File: src/hw/ctdc_pkg.sv
// common-stop single-word acquisition control: shared constants and types
// assumes a 100 ns system clock and one command at a time from the crate bus
package ctdc_pkg;
    localparam int CLK_NS     = 100;  // system clock period, ns
    localparam int WORD_W     = 16;   // event word width
    localparam int FIFO_DEPTH = 32;   // event buffer depth, words
    localparam int CHANNELS   = 32;   // input channels

    // register subaddresses
    localparam logic [1:0] SUB_ACQ  = 2'h0;
    localparam logic [1:0] SUB_TRIG = 2'h1;
    localparam logic [1:0] SUB_LIM  = 2'h2;
    localparam logic [1:0] SUB_REQ  = 2'h3;

    // values after reset
    localparam logic [15:0] ACQ_RESET  = 16'h0000;
    localparam logic [15:0] TRIG_RESET = 16'h0000;
    localparam logic [15:0] LIM_RESET  = 16'hFFFF;
    localparam logic [15:0] REQ_RESET  = 16'h0000;

    // field positions
    localparam int ACQ_ID_LSB     = 0;
    localparam int ACQ_SHIFT_LSB  = 8;
    localparam int ACQ_BOTH_BIT   = 10;
    localparam int ACQ_ECL_BIT    = 11;
    localparam int ACQ_MULTI_BIT  = 12;
    localparam int ACQ_SKIP_BIT   = 13;
    localparam int TRIG_WID_LSB   = 0;
    localparam int TRIG_DLY_LSB   = 4;
    localparam int TRIG_UNIT_LSB  = 8;
    localparam int TRIG_PAUSE_LSB = 10;
    localparam int TRIG_FAST_BIT  = 12;
    localparam int TRIG_SER_LSB   = 13;
    localparam int LIM_HITS_LSB   = 0;
    localparam int LIM_SCALE_LSB  = 4;
    localparam int REQ_DLY_LSB    = 0;
    localparam int REQ_OFS_LSB    = 4;

    localparam logic [1:0] PROGRAM_LOAD = 2'h0;  // this configuration's load code
    localparam logic [4:0] HITS_MAX     = 5'h10; // field value zero means this

    // pause interval and request delay timing
    localparam int PAUSE1_NS    = 800;
    localparam int PAUSE2_NS    = 1600;
    localparam int PAUSE3_NS    = 3200;
    localparam int PAUSE1_CYC   = (PAUSE1_NS + CLK_NS - 1) / CLK_NS;
    localparam int PAUSE2_CYC   = (PAUSE2_NS + CLK_NS - 1) / CLK_NS;
    localparam int PAUSE3_CYC   = (PAUSE3_NS + CLK_NS - 1) / CLK_NS;
    localparam int REQ_STEP_US  = 2;
    localparam int REQ_STEP_CYC = (REQ_STEP_US * 1000 + CLK_NS - 1) / CLK_NS;

    typedef enum logic [1:0] {
        FUNC_REGISTER_READ, FUNC_REGISTER_WRITE, FUNC_CLEAR_ALL, FUNC_BUSY_TEST
    } ctdc_func_t;

    typedef struct packed {
        ctdc_func_t  func;
        logic [1:0]  sub;
        logic [15:0] wdata;
    } ctdc_cmd_t;

    typedef struct packed {
        logic        last;     // end-of-dump marker, carries no hit
        logic        trailing; // trailing-edge hit
        logic [4:0]  chan;
        logic [15:0] stamp;    // raw time, 0.5 ns counts
    } ctdc_hit_t;

    typedef enum logic [1:0] {ST_IDLE, ST_PAUSE, ST_XFER, ST_HOLD} ctdc_state_t;
endpackage

File: src/hw/ctdc_acq_ctrl.sv
// event fifo and acquisition control of the common-stop single-word tdc
// assumes converter hits arrive synchronous to sys_clk_i, one command per cycle
//
// Contract
// reg0 low byte: module id in header
// reg0 bits 8-9 select data shift
// reg0 bit 10: both edges or leading
// reg0 bit 11 routes readout to port
// reg0 bit 12 enables multi-event buffering
// reg0 bit 13 skips header on empty events
// reg0 bits 14-15 read zero
// reg1 trigger pulse width and delay fields
// reg1 bits 8-9 trigger clock unit
// reg1 bits 10-11 pause interval length
// reg1 bit 12 selects fast port readout
// serial number in header, counts events
// per-channel hit limit, zero means 16
// drop hits above full-scale upper bits
// request delay in 2 us steps
// subtract offset, drop hits below it
// software keeps offset inside valid window
// busy and busy test during transfer
// single buffer: busy until read out
// trigger waits full range after busy; here a stop in idle is taken at once
// clear honoured only inside pause interval
// clear input synchronised to system clock
// clear-all erases data, keeps registers
// registers by subaddress read and write
// accepted clear drops the whole event
`timescale 1ns/10ps

// parameterised event buffer with a registered output word
module ctdc_fifo #(
    parameter int W = 16,
    parameter int D = 32
) (
    input  wire logic         clk_i,
    input  wire logic         rst_i,
    input  wire logic         flush_i,     // drop all content
    input  wire logic         in_valid_i,
    input  wire logic [W-1:0] in_data_i,
    output logic              in_ready_o,
    input  wire logic         hold_i,      // block loads into the output stage
    output logic              out_valid_o,
    output logic [W-1:0]      out_data_o,
    input  wire logic         out_ready_i,
    output logic              empty_o      // nothing stored at all
);
    localparam int AW = $clog2(D);
    logic [W-1:0]  mem [D];               // storage array
    logic [AW-1:0] wr_ptr_reg;
    logic [AW-1:0] rd_ptr_reg;
    logic [AW:0]   count_reg;
    wire           push = in_valid_i && in_ready_o;
    wire           take = out_valid_o && out_ready_i;
    // output stage reloads when free or drained, unless held
    wire           load = (!out_valid_o || out_ready_i) && (count_reg != '0) && !hold_i;

    assign in_ready_o = (count_reg != (AW+1)'(D)); // honest full
    assign empty_o    = (count_reg == '0) && !out_valid_o;

    // storage write, no reset needed on data
    always_ff @(posedge clk_i) begin
        if (push) begin
            mem[wr_ptr_reg] <= in_data_i;
        end
    end

    // pointers, count and output stage
    always_ff @(posedge clk_i or posedge rst_i) begin
        if (rst_i) begin
            wr_ptr_reg  <= '0;
            rd_ptr_reg  <= '0;
            count_reg   <= '0;
            out_valid_o <= 1'b0;
            out_data_o  <= '0;
        end else if (flush_i) begin
            wr_ptr_reg  <= '0;
            rd_ptr_reg  <= '0;
            count_reg   <= '0;
            out_valid_o <= 1'b0;
        end else begin
            wr_ptr_reg <= push ? wr_ptr_reg + 1'b1 : wr_ptr_reg;
            rd_ptr_reg <= load ? rd_ptr_reg + 1'b1 : rd_ptr_reg;
            count_reg  <= count_reg + (AW+1)'(push) - (AW+1)'(load);
            if (load) begin
                out_valid_o <= 1'b1;
                out_data_o  <= mem[rd_ptr_reg];
            end else if (take) begin
                out_valid_o <= 1'b0;
            end
        end
    end
endmodule // ctdc_fifo

module ctdc_acq_ctrl
    import ctdc_pkg::*;
(
    input  wire logic        sys_clk_i,
    input  wire logic        reset_i,
    input  wire logic        cmd_valid_i,        // one crate bus command
    input  wire ctdc_cmd_t   cmd_i,
    output logic             rsp_valid_o,        // answer to a command
    output logic [15:0]      rsp_data_o,
    output logic             rsp_q_o,
    input  wire logic        common_stop_i,      // front-panel stop pulse
    input  wire logic        clear_i,            // front-panel clear, async
    input  wire logic        hit_valid_i,        // converter dump stream
    input  wire ctdc_hit_t   hit_i,
    output logic             hit_ready_o,
    output logic             xfer_start_o,       // pulse: start dump
    output logic             event_drop_o,       // pulse: event cleared
    output logic             busy_o,
    output logic             rd_valid_o,         // event word stream
    output logic [15:0]      rd_data_o,
    input  wire logic        rd_ready_i,
    output logic             ecl_port_readout_o, // readout path select
    output logic             fast_readout_o,
    output logic [3:0]       trig_width_o,
    output logic [3:0]       trig_delay_o,
    output logic [1:0]       trig_unit_o
);
    logic [13:0]  acq_reg;             // writable part of reg0
    logic [15:0]  trig_reg;            // reg1, serial in top bits
    logic [15:0]  lim_reg;             // reg2
    logic [15:0]  req_reg;             // reg3
    ctdc_state_t  state_reg;
    ctdc_state_t  state_next;
    logic [5:0]   pause_cnt_reg;       // cycles left of the pause
    logic [8:0]   req_cnt_reg;         // cycles left of request delay
    logic         clr_s1_reg;          // synchroniser, first stage
    logic         clr_s2_reg;          // synchroniser, second stage
    logic         hdr_sent_reg;        // header already pushed
    logic         stg_valid_reg;       // one-hit staging register
    ctdc_hit_t    stg_reg;
    logic [4:0]   hit_cnt [CHANNELS];  // accepted hits per channel
    logic         fifo_in_ready;
    logic         fifo_empty;

    // pause length decode, used by the counter load
    function automatic logic [5:0] pause_cyc(input logic [1:0] sel);
        case (sel)
            2'h1:    pause_cyc = 6'(PAUSE1_CYC);
            2'h2:    pause_cyc = 6'(PAUSE2_CYC);
            2'h3:    pause_cyc = 6'(PAUSE3_CYC);
            default: pause_cyc = 6'h00;
        endcase
    endfunction

    // command decode
    wire        cmd_wr   = cmd_valid_i && (cmd_i.func == FUNC_REGISTER_WRITE);
    wire        cmd_clr  = cmd_valid_i && (cmd_i.func == FUNC_CLEAR_ALL);
    wire        wr_trig  = cmd_wr && (cmd_i.sub == SUB_TRIG);
    // configuration fields
    wire [7:0]  mod_id   = acq_reg[ACQ_ID_LSB +: 8];
    wire [1:0]  shift    = acq_reg[ACQ_SHIFT_LSB +: 2];
    wire        both     = acq_reg[ACQ_BOTH_BIT];
    wire        multi    = acq_reg[ACQ_MULTI_BIT];
    wire        skip_hdr = acq_reg[ACQ_SKIP_BIT];
    wire [1:0]  pause_sel = trig_reg[TRIG_PAUSE_LSB +: 2];
    wire [2:0]  serial   = trig_reg[TRIG_SER_LSB +: 3];
    wire [3:0]  hits_fld = lim_reg[LIM_HITS_LSB +: 4];
    wire [4:0]  hit_lim  = (hits_fld == 4'h0) ? HITS_MAX : {1'b0, hits_fld};
    wire [11:0] scale    = lim_reg[LIM_SCALE_LSB +: 12];
    wire [15:0] offset   = {req_reg[REQ_OFS_LSB +: 12], 4'h0};
    wire [8:0]  req_load = 9'(req_reg[REQ_DLY_LSB +: 4] * REQ_STEP_CYC);

    // hit filter on the staged hit
    wire        range_ok = (stg_reg.stamp[15:4] <= scale);
    wire        ofs_ok   = (stg_reg.stamp >= offset);
    wire        edge_ok  = both || !stg_reg.trailing;
    wire        lim_ok   = (hit_cnt[stg_reg.chan] < hit_lim);
    wire        keep     = range_ok && ofs_ok && edge_ok && lim_ok;
    wire [15:0] diff     = stg_reg.stamp - offset;
    wire [15:0] shifted  = diff >> shift;
    wire [9:0]  tval     = both ? {shifted[8:0], stg_reg.trailing} : shifted[9:0];
    wire [15:0] dat_word = {1'b0, stg_reg.chan, tval};
    wire [15:0] hdr_word = {1'b1, serial, 4'h0, mod_id};
    // push sequencing: header goes ahead of the first kept word
    wire        is_end   = stg_reg.last;
    wire        hdr_want = stg_valid_reg && !hdr_sent_reg && (is_end ? !skip_hdr : keep);
    wire        dat_want = stg_valid_reg && !is_end && keep && hdr_sent_reg;
    wire        push     = hdr_want || dat_want;
    wire        fire     = push && fifo_in_ready;
    wire        consume  = stg_valid_reg && (is_end ? (!hdr_want || fire) : (!keep || (dat_want && fire)));
    wire        end_done = consume && is_end;
    wire        take     = hit_valid_i && hit_ready_o;
    wire        stg_next = (state_next == ST_XFER) && (take || (stg_valid_reg && !consume));
    // clear accepted only inside a nonzero pause window
    wire        clr_hit  = (state_reg == ST_PAUSE) && clr_s2_reg;
    // single-buffer readout waits out the request delay
    wire        rd_hold  = !multi && !((state_reg == ST_HOLD) && (req_cnt_reg == 9'h000));

    // register readback mux
    wire [15:0] rd_mux = (cmd_i.sub == SUB_ACQ)  ? {PROGRAM_LOAD, acq_reg} :
                         (cmd_i.sub == SUB_TRIG) ? trig_reg :
                         (cmd_i.sub == SUB_LIM)  ? lim_reg : req_reg;

    // event sequencing
    always_comb begin
        state_next = state_reg;
        case (state_reg)
            ST_IDLE: begin
                // stops during busy never reach here, so they are ignored
                if (common_stop_i) begin
                    state_next = (pause_sel != 2'h0) ? ST_PAUSE : ST_XFER;
                end
            end
            ST_PAUSE: begin
                if (clr_hit) begin
                    state_next = ST_IDLE;
                end else if (pause_cnt_reg == 6'h01) begin
                    state_next = ST_XFER;
                end
            end
            ST_XFER: begin
                if (end_done) begin
                    state_next = multi ? ST_IDLE : ST_HOLD;
                end
            end
            ST_HOLD: begin
                // held until the event is fully read, or erased
                if (cmd_clr || (fifo_empty && (req_cnt_reg == 9'h000))) begin
                    state_next = ST_IDLE;
                end
            end
            default: state_next = ST_IDLE;
        endcase
    end

    // control registers; a write beats a same-cycle serial step
    always_ff @(posedge sys_clk_i or posedge reset_i) begin
        if (reset_i) begin
            acq_reg  <= ACQ_RESET[13:0];
            trig_reg <= TRIG_RESET;
            lim_reg  <= LIM_RESET;
            req_reg  <= REQ_RESET;
        end else begin
            if (cmd_wr && (cmd_i.sub == SUB_ACQ)) begin
                acq_reg <= cmd_i.wdata[13:0];
            end
            if (wr_trig) begin
                trig_reg <= cmd_i.wdata;
            end else if (cmd_clr) begin
                trig_reg[TRIG_SER_LSB +: 3] <= 3'h0;
            end else if (end_done) begin
                trig_reg[TRIG_SER_LSB +: 3] <= serial + 3'h1;
            end
            if (cmd_wr && (cmd_i.sub == SUB_LIM)) begin
                lim_reg <= cmd_i.wdata;
            end
            if (cmd_wr && (cmd_i.sub == SUB_REQ)) begin
                req_reg <= cmd_i.wdata;
            end
        end
    end

    // command answers
    always_ff @(posedge sys_clk_i or posedge reset_i) begin
        if (reset_i) begin
            rsp_valid_o <= 1'b0;
            rsp_data_o  <= 16'h0000;
            rsp_q_o     <= 1'b0;
        end else begin
            rsp_valid_o <= cmd_valid_i;
            rsp_data_o  <= (cmd_i.func == FUNC_REGISTER_READ) ? rd_mux : 16'h0000;
            rsp_q_o     <= (cmd_i.func == FUNC_BUSY_TEST) ? busy_o : 1'b1;
        end
    end

    // clear synchroniser, plain two stages
    always_ff @(posedge sys_clk_i or posedge reset_i) begin
        if (reset_i) begin
            clr_s1_reg <= 1'b0;
            clr_s2_reg <= 1'b0;
        end else begin
            clr_s1_reg <= clear_i;
            clr_s2_reg <= clr_s1_reg;
        end
    end

    // state, counters and status outputs
    always_ff @(posedge sys_clk_i or posedge reset_i) begin
        if (reset_i) begin
            state_reg     <= ST_IDLE;
            pause_cnt_reg <= 6'h00;
            req_cnt_reg   <= 9'h000;
            busy_o        <= 1'b0;
            xfer_start_o  <= 1'b0;
            event_drop_o  <= 1'b0;
        end else begin
            state_reg     <= state_next;
            pause_cnt_reg <= (state_reg == ST_IDLE) ? pause_cyc(pause_sel) : pause_cnt_reg - 6'h01;
            if ((state_reg == ST_XFER) && (state_next == ST_HOLD)) begin
                req_cnt_reg <= req_load;
            end else if ((state_reg == ST_HOLD) && (req_cnt_reg != 9'h000)) begin
                req_cnt_reg <= req_cnt_reg - 9'h001;
            end
            busy_o        <= (state_next != ST_IDLE);
            xfer_start_o  <= (state_next == ST_XFER) && (state_reg != ST_XFER);
            event_drop_o  <= clr_hit;
        end
    end

    // hit staging and header bookkeeping
    always_ff @(posedge sys_clk_i or posedge reset_i) begin
        if (reset_i) begin
            stg_valid_reg <= 1'b0;
            stg_reg       <= '0;
            hit_ready_o   <= 1'b0;
            hdr_sent_reg  <= 1'b0;
        end else begin
            stg_valid_reg <= stg_next;
            hit_ready_o   <= (state_next == ST_XFER) && !stg_next;
            if (take) begin
                stg_reg <= hit_i;
            end
            if (state_reg != ST_XFER) begin
                hdr_sent_reg <= 1'b0;
            end else if (fire && hdr_want) begin
                hdr_sent_reg <= 1'b1;
            end
        end
    end

    // per-channel hit counters, restarted for each event
    for (genvar c = 0; c < CHANNELS; c++) begin : g_cnt
        always_ff @(posedge sys_clk_i or posedge reset_i) begin
            if (reset_i) begin
                hit_cnt[c] <= 5'h00;
            end else if (state_reg != ST_XFER) begin
                hit_cnt[c] <= 5'h00;
            end else if (dat_want && fire && (stg_reg.chan == 5'(c))) begin
                hit_cnt[c] <= hit_cnt[c] + 5'h01;
            end
        end
    end

    // the event buffer itself; a full buffer stalls the dump
    ctdc_fifo #(
        .W (WORD_W),
        .D (FIFO_DEPTH)
    ) u_fifo (
        .clk_i       (sys_clk_i),
        .rst_i       (reset_i),
        .flush_i     (cmd_clr),
        .in_valid_i  (push),
        .in_data_i   (hdr_want ? hdr_word : dat_word),
        .in_ready_o  (fifo_in_ready),
        .hold_i      (rd_hold),
        .out_valid_o (rd_valid_o),
        .out_data_o  (rd_data_o),
        .out_ready_i (rd_ready_i),
        .empty_o     (fifo_empty)
    );

    // configuration straight from register bits
    assign ecl_port_readout_o = acq_reg[ACQ_ECL_BIT];
    assign fast_readout_o     = trig_reg[TRIG_FAST_BIT];
    assign trig_width_o       = trig_reg[TRIG_WID_LSB +: 4];
    assign trig_delay_o       = trig_reg[TRIG_DLY_LSB +: 4];
    assign trig_unit_o        = trig_reg[TRIG_UNIT_LSB +: 2];

    a_load_zero: assert property (@(posedge sys_clk_i) disable iff (reset_i)
        cmd_valid_i && (cmd_i.func == FUNC_REGISTER_READ) && (cmd_i.sub == SUB_ACQ)
        |=> rsp_valid_o && (rsp_data_o[15:14] == 2'h0))
        else $error("program load bits not zero");
    a_reg_readback: assert property (@(posedge sys_clk_i) disable iff (reset_i)
        cmd_valid_i && (cmd_i.func == FUNC_REGISTER_WRITE) && (cmd_i.sub == SUB_LIM)
        ##1 cmd_valid_i && (cmd_i.func == FUNC_REGISTER_READ) && (cmd_i.sub == SUB_LIM)
        |=> rsp_data_o == $past(cmd_i.wdata, 2))
        else $error("register readback mismatch");
    a_busy_answer: assert property (@(posedge sys_clk_i) disable iff (reset_i)
        cmd_valid_i && (cmd_i.func == FUNC_BUSY_TEST) |=> rsp_q_o == $past(busy_o))
        else $error("busy test answer wrong");
    a_clear_window: assert property (@(posedge sys_clk_i) disable iff (reset_i)
        $rose(event_drop_o) |-> ($past(state_reg) == ST_PAUSE) && ($past(pause_sel) != 2'h0))
        else $error("clear taken outside pause");
    a_no_pause: assert property (@(posedge sys_clk_i) disable iff (reset_i)
        (state_reg == ST_IDLE) && common_stop_i && (pause_sel == 2'h0)
        |=> (state_reg == ST_XFER) && busy_o)
        else $error("stop without pause not to transfer");
    a_pause_len: assert property (@(posedge sys_clk_i) disable iff (reset_i)
        (state_reg == ST_IDLE) && common_stop_i && (pause_sel == 2'h1)
        ##1 ((state_reg == ST_PAUSE) && !clr_s2_reg)[*8] |=> state_reg == ST_XFER)
        else $error("pause interval length wrong");
    a_hold_busy: assert property (@(posedge sys_clk_i) disable iff (reset_i)
        (state_reg == ST_HOLD) && !fifo_empty && !cmd_clr |=> busy_o)
        else $error("busy dropped before readout");
    a_serial_step: assert property (@(posedge sys_clk_i) disable iff (reset_i)
        end_done && !wr_trig && !cmd_clr |=> serial == $past(serial) + 3'h1)
        else $error("serial not advanced");
    a_clear_all: assert property (@(posedge sys_clk_i) disable iff (reset_i)
        cmd_clr |=> (serial == 3'h0) && (lim_reg == $past(lim_reg)) && !rd_valid_o)
        else $error("clear-all effect wrong");
    a_offset_drop: assert property (@(posedge sys_clk_i) disable iff (reset_i)
        stg_valid_reg && !is_end && (stg_reg.stamp < offset) |-> !dat_want)
        else $error("hit below offset stored");
    a_range_drop: assert property (@(posedge sys_clk_i) disable iff (reset_i)
        dat_want |-> stg_reg.stamp <= {scale, 4'hF})
        else $error("hit above full scale stored");
endmodule // ctdc_acq_ctrl

File: config.mk
export PLATFORM = sky130hd
export DESIGN_NAME = ctdc_acq_ctrl
export DESIGN_NICKNAME = d
export VERILOG_FILES = /design/src/hw/ctdc_pkg.sv /design/src/hw/ctdc_acq_ctrl.sv
export SDC_FILE = /design/constraint.sdc
export NUM_CORES = 1
export LEC_CHECK = 0
export CAP_MARGIN = 20
export CORE_MARGIN = 1
export CORE_UTILIZATION = 40
export CTS_CLUSTER_DIAMETER = 60
export DETAILED_ROUTE_END_ITERATION = 8
export DONT_BUFFER_PORTS = 1
export GPL_ROUTABILITY_DRIVEN = 0
export PLACE_DENSITY_LB_ADDON = 0.15
export SETUP_SLACK_MARGIN = 0.1
export SLEW_MARGIN = 10
export SYNTH_ARGS = -nofsm -noshare
export SYNTH_HDL_FRONTEND = slang
export SYNTH_HIERARCHICAL = 1
export SYNTH_SLANG_ARGS = --single-unit
File: constraint.sdc
create_clock -name sys_clk_i -period 12.74 [get_ports sys_clk_i]
set_clock_uncertainty 0.05 [all_clocks]
set_input_delay 1.911 -clock sys_clk_i [delete_from_list [all_inputs] [get_ports sys_clk_i]]
set_output_delay 1.911 -clock sys_clk_i [all_outputs]
set_load 0.01 [all_outputs]
==> results.txt, run 1 <==
Slew HR - 24.9%
Die ar. - 97400 um^2
Mapped Cells - 2769
DRT antenna net count - 0
Critical path arrival - 6.55 ns
Max Root-Sink Buffers - 3
Root buffer cell - clkbuf_16
Port bufs - 0
Post-layout min period - 6.24 ns
Clock Latency Late Sink - 0.67 ns
Most used DFF post-synth - edfxtp_1
Routed wire per std cell - 24.7 um
Largest net degree at the start of global routing - 110
Core area - 95200 um^2
Nets - 2899
Vias in the first global route - 23800
R2r setup slk - 6.50 ns
Rows - 113
Max-Cap Viols - 0
CP required - 13.05 ns
Drt initial violations - 1871
Starting density of the core - 40.4%
Distinct cell type count after synthesis - 85
Area grow syn2layout - 11.5%
Endpoints failing hold - 0
DIE WIDTH - 312 um
Clock power share - 29.7%
Postcts setup bufs - 0
TritonCTS clock tree - done
Combinational share of power - 29.3%
Synth Warn # - 6
Vias per cell - 5.81
Area share of the largest cell type after synthesis - 40.0%
RSZ-0062 raised after global routing - no
Layout filler cell count - 8420
Worst setup SP type - flop
Total GRT Usage - 20.8%
Hold_ws - 0.297 ns
DRC violations left - 0
Final period util - 49.0%
Max reg flops - 512
Storage cell area - 23400 um^2
Net Sw Power - 3200 uW
Power density over cell area - 214 nW/um^2
Leak - 0.0157 uW
Achievable Freq - 160 MHz
Cts hold-fix bufs - 0
Pins Over Slew Limit - 0
CTS resizes - 0
Hpwl dp - 66000 um
Max FO, Critical Path - 52
Num CTS Buffers - 98
Number of synthesized flops with an enable pin - 512
FF+latch count, synth - 833
Status - complete, no violations
Top cells by area, synth - edfxtp_1 40%, dfrtp_1 20%, mux4_2 6.6%
Worst hold path type - reg2reg
Avg Synthesized Cell Area - 13.9 um^2
Yosys top cell by area - edfxtp_1
Global-route wire length before repair - 153000 um
Layout cells sized above 1 - 18.4%
Clock-pin slew on the worst setup and hold paths - 0.06 ns
Sw Share - 34.9%
FFs w/ async S/R, synth - 38.5%
Peak VDD IR - 171 uV
Routed WL - 102000 um
Via count - 23900
Pre-antenna DRT Iters - 5
Remaining Overflow, GRT - 0
Final WS setup - 6.50 ns
Multi-input logic area - 13900 um^2
Initial antenna violation count - 2
Top Ports - 101
Crit end category - flop
WS Path Type - reg2reg
Pre-CTS setup slack - 6.48 ns
Tightest Pin Transition - 1.12 ns
Sequential power share - 41.0%
Clock sink total - 833
Mapped Nets - 2904
H-tree levels - 3
Final setup violation count - 0
TNS Setup - 0 ns
P_int - 5970 uW
Die Ht - 312 um
Mapped cell area - 38500 um^2
Register area share after synthesis - 60.9%
power groups by stage:
stage               Clock (uW)  Combinational [uW]  Sequential (uW)
finish                    2720                2690             3760
global route              2880                2930             3790
CTS                       2780                2730             3760
detailed placement           0                2720             3810
global placement             0                2650             3800
floorplan                    0                1970             3620
synthesized netlist by cell type, types with 66 or more instances:
master,count
ha_1,82
inv_1,81
mux2_2,106
dfrtp_1,305
o21ai_0,93
nand2_1,190
a21oi_1,120
mux2i_1,128
edfxtp_1,512
clkbuf_1,95
nor2_1,168
o31ai_1,69
nand3_1,66
mux4_2,112
cell type report:
class                      count  share of cell area, %
inverter                      82                  0.735
clock inverter                47                  0.942
sequential                   833                   54.6
antenna                        1                0.00583
multi-input combinational   1679                   32.3
clock buffer                 135                   6.40
tap                         1265                   3.69
timing repair buffer          70                   1.29
cells in the final DEF, fill, tap and decap left out, types with 80 or more instances in the layout:
master       n
ha_1        82
dfrtp_1    299
inv_1       80
a21oi_1    117
edfxtp_1   512
o21ai_0     93
mux2_2     106
nand2_1    190
nor2_1     166
mux2i_1    128
clkbuf_16  101
mux4_2     112
per-layer routing:
metal | vias to the layer above | share of wire (%) | global-route usage (%)
met4 | 2 | 3.1 | 6.58
met1 | 12300 | 44 | 29.1
li1 | 10700 | - | -
met3 | 174 | 6.1 | 4.21
met5 | - | 0.012 | 0
met2 | 686 | 47 | 32.6
stage by stage:
stage               cell area [um^2]  utilization (%)  instances  power (uW)
floorplan                      38500                -       2769        5590
global placement               39700             41.7       3927        6450
detailed placement             39700             41.8       3928        6520
CTS                            42900             45.1       4110        9270
global route                   42900             45.1       4111        9590
finish                         42900             45.1       4112        9170
kinds of logic after synthesis:
| kind of cell | synth area share (%) |
|---|---|
| compound gates | 10.7 |
| xor+xnor | 0.911 |
| fa+ha+maj | 2.82 |
| buf+inv | 3.20 |
| flops | 60.9 |
| mux | 13.0 |
| simple gates | 8.45 |
critical path, stage by stage, from the launching register on:
cell and delay, ns:
dfrtp_2 0.34, buf_4 0.65, mux4_2 0.61, mux4_2 0.52
mux2_2 0.29, ha_1 0.32, nand4_1 0.11, a31oi_1 0.05
nand2_1 0.62, and4_1 0.40, o21a_1 0.15, inv_1 0.05
a31oi_2 0.45, nand2_1 0.38, nor2_1 0.61, buf_4 0.30
final timing paths:
check | start | end | cells past startpoint
max | dat_word[10]$_DFFE_PP0P_ | u_fifo/mem[17][12]$_DFFE_PP_ | 15
min | clr_s1_reg$_DFF_PP0_ | clr_s2_reg$_DFF_PP0_ | 0
max reg2reg | dat_word[10]$_DFFE_PP0P_ | u_fifo/mem[17][12]$_DFFE_PP_ | 15
min reg2reg | clr_s1_reg$_DFF_PP0_ | clr_s2_reg$_DFF_PP0_ | 0
max in group asynchronous | reset_i | rsp_data_o[7]$_DFF_PP0_ | 2
min in group asynchronous | reset_i | rsp_data_o[3]$_DFF_PP0_ | 1
(Power assumes the default switching activity.)
==> run 2, diff against run 1 <==
==> constraint.sdc (replaced) <==
create_clock -name sys_clk_i -period 6 [get_ports sys_clk_i]
set_clock_uncertainty 0.05 [all_clocks]
set_input_delay 0.9 -clock sys_clk_i [delete_from_list [all_inputs] [get_ports sys_clk_i]]
set_output_delay 0.9 -clock sys_clk_i [all_outputs]
set_load 0.01 [all_outputs]
==> results.txt, run 2 (synthesis gave the netlist of run 1 again) <==
Status - complete, no violations
Port bufs - 0 (unchanged)
Routed WL - 104000 um (+1.9%)
Initial antenna violation count - 2 (unchanged)
Total GRT Usage - 21.3% (+0.47 points)
DRC violations left - 0 (unchanged)
Sequential power share - 41.0% (about the same)
RSZ-0062 raised after global routing - no
Pre-antenna DRT Iters - 5 (unchanged)
Routed wire per std cell - 25.1 um (+1.4%)
Worst r2r path cells - 12 (-3)
Postcts setup bufs - 0 (unchanged)
Slew HR - 18.5% (-6.3 points)
Drt initial violations - 2066 (+10%)
Core area - 95200 um^2 (unchanged)
Num CTS Buffers - 94 (-4.1%)
Tightest Pin Transition - 1.21 ns (+0.0880 ns)
Combinational share of power - 30.0% (+0.7 points)
Worst setup SP type - flop
Critical path arrival - 5.84 ns (-0.71 ns)
Remaining Overflow, GRT - 0 (unchanged)
Sw Share - 35.7% (+0.79 points)
TritonCTS clock tree - done
CTS resizes - 0 (unchanged)
CP required - 6.53 ns (-6.52 ns)
Leak - 0.0158 uW (+0.57%)
DRT antenna net count - 0 (unchanged)
Global-route wire length before repair - 157000 um (+2.4%)
Final period util - 88.5% (+39 points)
Worst hold path type - in2async
RR Startpoint - dat_word[11]$_DFFE_PP0P_
DIE WIDTH - 312 um (unchanged)
Diodes inserted - 0 (-1)
Vias in the first global route - 24200 (+1.9%)
Most frequent cells in the layout - 512 x edfxtp_1, 299 x dfrtp_1, 190 x nand2_1, 166 x nor2_1, 128 x mux2i_1
Pins Over Slew Limit - 0 (unchanged)
Clock Latency Late Sink - 0.67 ns (about the same)
Peak VDD IR - 312 uV (+83%)
Die ar. - 97400 um^2 (unchanged)
Via count - 24000 (+0.48%)
Hpwl dp - 68800 um (+4.4%)
Crit end category - flop
Post-layout min period - 5.31 ns (-0.933 ns)
Layout cells sized above 1 - 19.4% (+0.91 points)
Cts hold-fix bufs - 0 (unchanged)
Largest net degree at the start of global routing - 85 (-23%)
Reg-to-reg critical path endpoint - hit_cnt[132]$_DFFE_PP0P_
Max reg flops - 512 (unchanged)
Power, Total - 19700 uW (+120%)
Root buffer cell - clkbuf_16
Die Ht - 312 um (unchanged)
Endpoints failing hold - 0 (unchanged)
Final setup violation count - 0 (unchanged)
R2r setup slk - 0.69 ns (-5.81 ns)
Layout filler cell count - 8499 (+0.94%)
Top Ports - 101 (unchanged)
Clock-pin slew on the worst setup and hold paths - 0.06 ns (about the same)
H-tree levels - 3 (unchanged)
Rows - 113 (unchanged)
Vias per cell - 5.81 (about the same)
Commonest non-fill, non-tap cell in the layout - edfxtp_1
Clock sink total - 833 (unchanged)
TNS Setup - 0 ns (unchanged)
Crit. Startpoint - dat_word[11]$_DFFE_PP0P_
Max FO, Critical Path - 21 (-60%)
Area grow syn2layout - 12.0%
Starting density of the core - 40.4% (unchanged)
Max Root-Sink Buffers - 3 (unchanged)
Achievable Freq - 188 MHz (+18%)
WS Path Type - reg2reg
Power density over cell area - 458 nW/um^2 (+110%)
Nets - 2924 (+0.86%)
Net Sw Power - 7040 uW (+120%)
Max-Cap Viols - 0 (unchanged)
P_int - 12700 uW (+110%)
Clock power share - 29.0% (-0.7 points)
-- run 2: power by group through the flow --
stage	clock network [uW]	registers, uW	logic (uW)
2_1_floorplan	0	7690	4180
3_3_place_gp	0	8190	5830
3_5_place_dp	0	8210	5950
4_1_cts	5860	8100	5970
5_1_grt	6060	8160	6400
6_report	5720	8090	5920
-- run 2: how the worst max path moves through the flow --
stage	endpoint	slack, ns	depth (start not counted)
finish	hit_cnt[132]$_DFFE_PP0P_	0.69	12
global route	hit_cnt[132]$_DFFE_PP0P_	0.48	12
CTS	hit_cnt[132]$_DFFE_PP0P_	0.68	12
detailed placement	hit_cnt[132]$_DFFE_PP0P_	0.70	12
global placement	hit_cnt[132]$_DFFE_PP0P_	0.86	12
floorplan	u_fifo/mem[31][0]$_DFFE_PP_	0.52	16
-- run 2: cell type report --
class / instances / area (um^2) / area share [%]
clock buffer: 124 / 2560 / 5.95
clock inverter: 50 / 513 / 1.19
tap: 1265 / 1580 / 3.67
sequential: 833 / 23400 / 54.4
inverter: 82 / 312 / 0.723
multi-input combinational: 1679 / 13900 / 32.2
timing repair buffer: 99 / 812 / 1.88
-- run 2: critical path: stages, from the launching register on --
cell      delay, ns
dfrtp_2        0.72
buf_4          0.36
mux4_2         0.34
mux4_2         0.51
mux2_2         0.29
ha_1           0.31
a21o_1         0.18
a21oi_1        0.18
o21ai_0        0.30
a311oi_4       0.72
nand3_1        0.51
or4_1          0.54
a21oi_1        0.16
-- run 2: routing by layer --
metal  GRT usage, %  vias up  wire (um)
li1               -    10700          -
met1           29.9    12400      46000
met2           34.0      720      49100
met3           3.75      148       6210
met4           5.98        2       2330
met5              0        -          8
-- run 2: per-stage QoR --
step                setup WS (ns)  instances  instance area [um^2]  hold slack [ns]  util (%)
global placement            0.862       3955                 40000            0.286      42.0
global route                0.479       4132                 43100            0.186      45.3
floorplan                   0.524       2769                 38500            0.281         -
finish                      0.692       4132                 43100            0.164      45.3
CTS                         0.680       4130                 43000            0.153      45.2
detailed placement          0.698       3956                 40000            0.295      42.0
